===== config.mk =====
export PLATFORM = sky130hd
export DESIGN_NAME = rcba_unit
export DESIGN_NICKNAME = d
export VERILOG_FILES = /design/src/hdl/rcba_pkg.sv /design/src/hdl/rcba_bcd_adder.sv /design/src/hdl/rcba_real_cmp.sv /design/src/hdl/rcba_unit.sv
export SDC_FILE = /design/constraint.sdc
export NUM_CORES = 1
export LEC_CHECK = 0
export BUFFER_PORTS_ARGS = -buffer_cell sky130_fd_sc_hd__buf_2
export CORE_MARGIN = 2
export CORE_UTILIZATION = 45
export CTS_CLUSTER_SIZE = 24
export DETAILED_ROUTE_END_ITERATION = 16
export PLACE_DENSITY = 0.69
export SLEW_MARGIN = 40
export SYNTH_ARGS = -nofsm -noshare
export SYNTH_HDL_FRONTEND = slang
export SYNTH_SLANG_ARGS = --single-unit

===== constraint.sdc =====
create_clock -name sys_clk_i -period 26.5 [get_ports sys_clk_i]
set_input_delay 5.3 -clock sys_clk_i [delete_from_list [all_inputs] [get_ports sys_clk_i]]
set_output_delay 5.3 -clock sys_clk_i [all_outputs]
set_load 0.1 [all_outputs]

===== src/hdl/rcba_pkg.sv =====
// shared constants and types for the real compare / bcd add unit
package rcba_pkg;
    localparam int unsigned WORD_W = 16;
    localparam int unsigned DWORD_W = 32;
    localparam int unsigned NIBBLES = 8;
    localparam logic [3:0] BCD_MAX_DIGIT = 4'h9;
    localparam logic [3:0] BCD_ADJUST = 4'h6;
    localparam logic [7:0] REAL_EXP_ALL_ONES = 8'hFF;
    localparam logic [31:0] ACC_RESET = 32'h0000_0000;
    localparam int unsigned EXEC_CYCLES = 1;

    // operation select
    typedef enum logic [1:0] {
        RCBA_OP_NONE,
        RCBA_OP_CMP_REAL,
        RCBA_OP_ADD_BCD,
        RCBA_OP_ADD_DBCD
    } rcba_op_t;

    // operand source
    typedef enum logic [1:0] {
        RCBA_SRC_MEM,
        RCBA_SRC_PTR,
        RCBA_SRC_CONST
    } rcba_src_t;
endpackage


===== src/hdl/rcba_bcd_adder.sv =====
// 8-digit bcd adder with digit validity check and carry taps
`timescale 1ns/100ps
module rcba_bcd_adder #(
    parameter int unsigned DIGITS = 8
) (
    // operands
    input wire logic [4*DIGITS-1:0] a_i,
    input wire logic [4*DIGITS-1:0] b_i,
    // results
    output logic [4*DIGITS-1:0] sum_o,
    output logic carry_16_o,
    output logic carry_32_o,
    output logic bad_digit_o
);
    logic [DIGITS:0] carry;
    logic [DIGITS-1:0] bad;

    assign carry[0] = 1'b0;

    genvar g;
    generate
        for (g = 0; g < DIGITS; g++) begin : gen_digit
            logic [4:0] raw;
            assign raw = {1'b0, a_i[4*g+:4]} + {1'b0, b_i[4*g+:4]} + {4'h0, carry[g]};
            assign carry[g+1] = (raw > {1'b0, rcba_pkg::BCD_MAX_DIGIT});
            assign sum_o[4*g+:4] = carry[g+1] ? 4'(raw + {1'b0, rcba_pkg::BCD_ADJUST}) : raw[3:0];
            assign bad[g] = (a_i[4*g+:4] > rcba_pkg::BCD_MAX_DIGIT)
                          | (b_i[4*g+:4] > rcba_pkg::BCD_MAX_DIGIT);
        end
    endgenerate

    assign carry_16_o = carry[DIGITS/2];
    assign carry_32_o = carry[DIGITS];
    assign bad_digit_o = |bad;
endmodule


===== src/hdl/rcba_real_cmp.sv =====
// ieee single compare with not-a-number detection
`timescale 1ns/100ps
module rcba_real_cmp (
    // operands
    input wire logic [31:0] a_i,
    input wire logic [31:0] b_i,
    // results
    output logic lt_o,
    output logic eq_o,
    output logic gt_o,
    output logic bad_o
);
    logic a_nan;
    logic b_nan;
    logic a_zero;
    logic b_zero;
    logic mag_lt;
    logic mag_eq;

    assign a_nan = (a_i[30:23] == rcba_pkg::REAL_EXP_ALL_ONES) && (a_i[22:0] != 23'h000000);
    assign b_nan = (b_i[30:23] == rcba_pkg::REAL_EXP_ALL_ONES) && (b_i[22:0] != 23'h000000);
    assign a_zero = (a_i[30:0] == 31'h00000000);
    assign b_zero = (b_i[30:0] == 31'h00000000);
    assign mag_lt = a_i[30:0] < b_i[30:0];
    assign mag_eq = a_i[30:0] == b_i[30:0];
    assign bad_o = a_nan | b_nan;

    // +0 and -0 compare equal; sign-magnitude ordering otherwise
    always_comb begin
        lt_o = 1'b0;
        eq_o = 1'b0;
        gt_o = 1'b0;
        if (bad_o) begin
            // unordered: no relation flag
        end else if ((a_zero && b_zero) || (a_i == b_i)) begin
            eq_o = 1'b1;
        end else if (a_i[31] != b_i[31]) begin
            lt_o = a_i[31];
            gt_o = b_i[31];
        end else if (a_i[31]) begin
            lt_o = !mag_lt && !mag_eq;
            gt_o = mag_lt;
        end else begin
            lt_o = mag_lt;
            gt_o = !mag_lt && !mag_eq;
        end
    end
endmodule


===== src/hdl/rcba_unit.sv =====
// real compare and bcd add accumulator unit with status flags
// Contract
// - real compare: 32-bit accumulator versus 32-bit operand
// - accumulator smaller sets less-than flag
// - exact match sets equality flag
// - accumulator larger sets greater-than flag
// - invalid pointer target sets bad-pointer flag
// - non-real operand sets bad-operand-format flag
// - flags hold until next affecting instruction
// - single add: low accumulator plus 16-bit operand (code adds the low memory word, even for a constant source)
// - double add: 32-bit accumulator plus operand
// - zero result sets zero flag
// - carry out of digit four sets carry16
// - carry out of digit eight sets carry32
// - negative accumulator sets negative flag
// - non-decimal nibble sets bad-operand-format flag
`timescale 1ns/100ps
module rcba_unit (
    // clock and reset
    input wire logic sys_clk_i,
    input wire logic nrst_i,
    // issue from the sequencer
    input wire logic op_valid_i,
    input wire rcba_pkg::rcba_op_t op_i,
    input wire rcba_pkg::rcba_src_t src_i,
    // operand words from variable memory, or a constant
    input wire logic [15:0] mem_lo_word_i,
    input wire logic [15:0] mem_hi_word_i,
    input wire logic [31:0] const_i,
    input wire logic ptr_invalid_i,
    // accumulator load from the rest of the cpu
    input wire logic acc_load_i,
    input wire logic [31:0] acc_load_data_i,
    // accumulator and completion
    output logic [31:0] acc_o,
    output logic done_o,
    // discrete status flags
    output logic flag_less_than_o,
    output logic flag_equal_o,
    output logic flag_greater_than_o,
    output logic flag_zero_o,
    output logic flag_carry_16_o,
    output logic flag_carry_32_o,
    output logic flag_negative_o,
    output logic flag_bad_pointer_o,
    output logic flag_bad_operand_format_o
);
    typedef struct packed {
        logic [31:0] acc;
        logic done;
        logic flag_less_than;
        logic flag_equal;
        logic flag_greater_than;
        logic flag_zero;
        logic flag_carry_16;
        logic flag_carry_32;
        logic flag_negative;
        logic flag_bad_pointer;
        logic flag_bad_operand_format;
    } rcba_state_t;

    rcba_state_t st;
    rcba_state_t next_st;

    logic [31:0] operand;
    logic [31:0] add_b;
    logic [31:0] bcd_sum;
    logic carry_16;
    logic carry_32;
    logic bcd_bad;
    logic cmp_lt;
    logic cmp_eq;
    logic cmp_gt;
    logic cmp_bad;

    // two adjacent words: lower address is the low half
    always_comb begin
        if (src_i == rcba_pkg::RCBA_SRC_CONST) begin
            operand = const_i;
        end else begin
            operand = {mem_hi_word_i, mem_lo_word_i};
        end
    end

    // single add sees only the low halves; upper digits zero
    always_comb begin
        if (op_i == rcba_pkg::RCBA_OP_ADD_BCD) begin
            add_b = {16'h0000, mem_lo_word_i};
        end else begin
            add_b = operand;
        end
    end

    rcba_bcd_adder #(
        .DIGITS(rcba_pkg::NIBBLES)
    ) u_adder (
        .a_i((op_i == rcba_pkg::RCBA_OP_ADD_BCD) ? {16'h0000, st.acc[15:0]} : st.acc),
        .b_i(add_b),
        .sum_o(bcd_sum),
        .carry_16_o(carry_16),
        .carry_32_o(carry_32),
        .bad_digit_o(bcd_bad)
    );

    rcba_real_cmp u_cmp (
        .a_i(st.acc),
        .b_i(operand),
        .lt_o(cmp_lt),
        .eq_o(cmp_eq),
        .gt_o(cmp_gt),
        .bad_o(cmp_bad)
    );

    always_comb begin
        next_st = st;
        next_st.done = 1'b0;
        if (acc_load_i) begin
            next_st.acc = acc_load_data_i;
        end
        // flags change only when an instruction that owns them runs
        if (op_valid_i) begin
            next_st.done = 1'b1;
            next_st.flag_bad_pointer = (src_i == rcba_pkg::RCBA_SRC_PTR) && ptr_invalid_i;
            unique case (op_i)
                rcba_pkg::RCBA_OP_CMP_REAL: begin
                    // accumulator left untouched by a compare
                    next_st.flag_less_than = cmp_lt;
                    next_st.flag_equal = cmp_eq;
                    next_st.flag_greater_than = cmp_gt;
                    next_st.flag_bad_operand_format = cmp_bad;
                end
                rcba_pkg::RCBA_OP_ADD_BCD,
                rcba_pkg::RCBA_OP_ADD_DBCD: begin
                    // a bad pointer target or bad digit leaves the accumulator intact
                    if (!next_st.flag_bad_pointer && !bcd_bad) begin
                        if (op_i == rcba_pkg::RCBA_OP_ADD_BCD) begin
                            next_st.acc = {16'h0000, bcd_sum[15:0]};
                        end else begin
                            next_st.acc = bcd_sum;
                        end
                    end
                    next_st.flag_zero = (next_st.acc == 32'h0000_0000);
                    next_st.flag_carry_16 = carry_16 && !bcd_bad;
                    next_st.flag_carry_32 = (op_i == rcba_pkg::RCBA_OP_ADD_DBCD)
                                          && carry_32 && !bcd_bad;
                    next_st.flag_negative = next_st.acc[31];
                    next_st.flag_bad_operand_format = bcd_bad;
                end
                rcba_pkg::RCBA_OP_NONE: begin
                    next_st.done = 1'b0;
                    next_st.flag_bad_pointer = st.flag_bad_pointer;
                end
            endcase
        end
    end

    always_ff @(posedge sys_clk_i or negedge nrst_i) begin
        if (!nrst_i) begin
            st <= '0;
            st.acc <= rcba_pkg::ACC_RESET;
        end else begin
            st <= next_st;
        end
    end

    assign acc_o = st.acc;
    assign done_o = st.done;
    assign flag_less_than_o = st.flag_less_than;
    assign flag_equal_o = st.flag_equal;
    assign flag_greater_than_o = st.flag_greater_than;
    assign flag_zero_o = st.flag_zero;
    assign flag_carry_16_o = st.flag_carry_16;
    assign flag_carry_32_o = st.flag_carry_32;
    assign flag_negative_o = st.flag_negative;
    assign flag_bad_pointer_o = st.flag_bad_pointer;
    assign flag_bad_operand_format_o = st.flag_bad_operand_format;
endmodule


==> results.cfg <==
[sta]
finalSetupViolations = 0
fmax_mhz = 48.6
drv_slew = 0
grt_setup_unrepaired = false
worst_pin_slew_ns = 0.781
slew_headroom_pct = 47.5
min_period_ns = 20.58
tns_ns = 0
skew_ns = 0.00822
worst_slack_ns = 5.92
hold_viol_final = 0
finalCritPeriodShare_pct = 77.7

[placement]
post-place-ws_ns = 5.88
dpl.hpwl_mm = 15.9
port_buffers = 146
gp_congestion = 1.01

[clock_tree]
clk_pin_slew_ns = 0.06
clk_latency_ns = 0.30
cts_tree = built
cts_setup_buffers = 0
cts_sinks = 42
clk_path_buf_depth = 2
ctsHoldBuffers = 0
cts_max_level = 2
cts_made_buffers = 5
post_cts_resized = 0
cts-root-buf = clkbuf_16

[yosys]
async_flop_share_pct = 100
netlist_area_um2 = 5920
ys.flop_type = dfrtp_1
postSynthAreaPerCell_um2 = 8.11
synth_cell_type_count = 55
yosys_register_bits = 42
syn_inst = 730
synth_fp_nets = 918
synth-edff-count = 0
ys.warnings.count = 0
synth-seq-area-share_pct = 17.8

[worst_setup_path]
crit_path_end_kind = flip-flop
cp_max_fo = 32
crit_path_frequent_cell = fa_1
worst_ep_required_time_ns = 26.69
cp_slowest_cell = fa_1
crit_path_start_kind = input pin
crit_type = in2reg
critPathMaxStageDelay_ns = 0.63
cp.arrival_ns = 20.77

[global_route]
grt.overflow.total = 0
antenna_found_initial = 0
grt_max_degree = 65
grt_pass1_wl_mm = 31.4
grt_usage_pct = 28.1
grt_pass1_vias = 5903

[hold_path]
worstHoldPathType = reg2reg

[pwr]
pwr_density_cell_nw_per_um2 = 66.4
p_leak_nw = 3.39
vdd_drop_max_mv = 0.0523

[drt]
ant_nets = 0
drc = 0
firstDrtPassIters = 5
routed_wl_mm = 19.9
avgViaCountPerCell = 5.98
routedWlPerCell_um = 19.2
drtIter0Drc = 501
vias = 6192

[status]
status = finished clean

[die]
fp.dieW_um = 119
ios = 147
die_h_um = 119
core.rowCount = 41
die_area_um2 = 14100
start_util_pct = 46.5
core_um2 = 12700

[final_layout]
areaGrowthSynthToFinish_pct = 17.8
final_layout_size_suffix_gt1_share_pct = 23.4
n_antenna_cell = 0
final_nets = 1050

[job]
drv_cap = 0
## stage by stage
step	power (mW)	cell area, um2	hold slack, ns	utilization (%)	cells
after floorplan	0.309	5920	0.970	-	730
after global placement	0.382	6800	0.463	53.4	1027
after detailed placement	0.384	6800	0.461	53.5	1027
after CTS	0.460	6970	0.475	54.8	1035
after global routing	0.495	6970	0.484	54.8	1035
final	0.463	6970	0.475	54.8	1035
## cells by family after synthesis
logic type      count (synthesis)  synth area share, %
fa+ha+maj                      83                 19.5
mux                            85                 15.1
compound gates                182                 18.9
flops                          42                 17.8
buf+inv                        57                 3.81
simple gates                  258                 21.5
xor+xnor                       23                 3.40
## cell usage in the layout, fill, tap and decap left out, types with 7 or more instances in the layout
cell type  instances
buf_2            144
nand2_1           68
ha_1              68
a21oi_1           60
nor2_1            60
mux2i_1           56
o21ai_0           50
dfrtp_1           42
inv_1             33
nor4_1            27
mux2_2            26
a21o_1            23
nor3_1            22
nand4_1           18
and2_1            17
xnor2_1           15
fa_1              15
nand3_1           13
xor2_1             8
a31oi_1            7
## worst max-delay path: cells and delay by family
family / cells / cell delay [ns]
AOI/OAI and AO/OA: 15 / 3.39
muxes: 1 / 0.44
adders and majority gates: 20 / 6.76
and+or+nand+nor: 9 / 1.51
buffers and inverters: 14 / 1.43
xor gates and xnor gates: 6 / 1.91
## final timing paths
path / cells past startpoint / start / end / slack (ns)
min in group asynchronous: 1 / nrst_i / flag_equal_o / 4.99
worst max-delay path: 65 / op_i[1] / flag_zero_o / 5.92
worst min register to register: 1 / flag_bad_operand_format_o / flag_bad_operand_format_o / 0.48
max in group asynchronous: 1 / nrst_i / acc_o[6] / 21.12
worst min-delay path: 1 / flag_bad_operand_format_o / flag_bad_operand_format_o / 0.48
worst max register to register: 61 / acc_o[0] / flag_zero_o / 11.72
## synthesized netlist by cell type (8+ instances only)
| library cell | count | area [um2] |
|---|---|---|
| nor3_1 | 22 | 110 |
| nand3_1 | 13 | 65.1 |
| ha_1 | 68 | 851 |
| fa_1 | 15 | 300 |
| nand2_1 | 68 | 255 |
| inv_1 | 33 | 124 |
| and2_1 | 17 | 106 |
| clkbuf_1 | 14 | 52.6 |
| a21o_1 | 23 | 173 |
| nor4_1 | 27 | 169 |
| xnor2_1 | 15 | 131 |
| a21oi_1 | 60 | 300 |
| xor2_1 | 8 | 70.1 |
| nand4_1 | 18 | 113 |
| dfrtp_1 | 42 | 1050 |
| mux2i_1 | 56 | 561 |
| o21ai_0 | 50 | 250 |
| mux2_2 | 26 | 293 |
| nor2_1 | 61 | 229 |
## report_power, final
part / switching (mW) / total (mW) / internal, mW
combinational: 0.196 / 0.307 / 0.111
sequential: 0.0139 / 0.0843 / 0.0703
clock: 0.0271 / 0.0717 / 0.0446
total: 0.237 / 0.463 / 0.226
## state kept, by name, indices dropped and copies added (netlist names)
| name | count |
|---|---|
| flag_carry_16_o | 1 |
| flag_less_than_o | 1 |
| flag_carry_32_o | 1 |
| flag_negative_o | 1 |
| flag_bad_pointer_o | 1 |
| flag_zero_o | 1 |
| done_o | 1 |
| flag_greater_than_o | 1 |
| acc_o | 32 |
| flag_bad_operand_format_o | 1 |
| flag_equal_o | 1 |
## routing by layer
| metal | vias up | part of all wire (%) | GRT usage [%] |
|---|---|---|---|
| met1 | 2917 | 44 | 38.7 |
| met4 | 0 | 2.1 | 8.18 |
| met3 | 34 | 9.1 | 5.69 |
| met5 | - | 0 | 0 |
| li1 | 2962 | - | - |
| met2 | 279 | 45 | 44.3 |
## cell type report
| class | count | area, um2 |
|---|---|---|
| timing repair buffer | 149 | 758 |
| inverter | 33 | 124 |
| fill | 1270 | 5750 |
| clock inverter | 3 | 43.8 |
| multi-input combinational | 631 | 4650 |
| sequential | 42 | 1050 |
| clock buffer | 5 | 125 |
| tap | 172 | 215 |
Power figures use the tool's default switching activity.
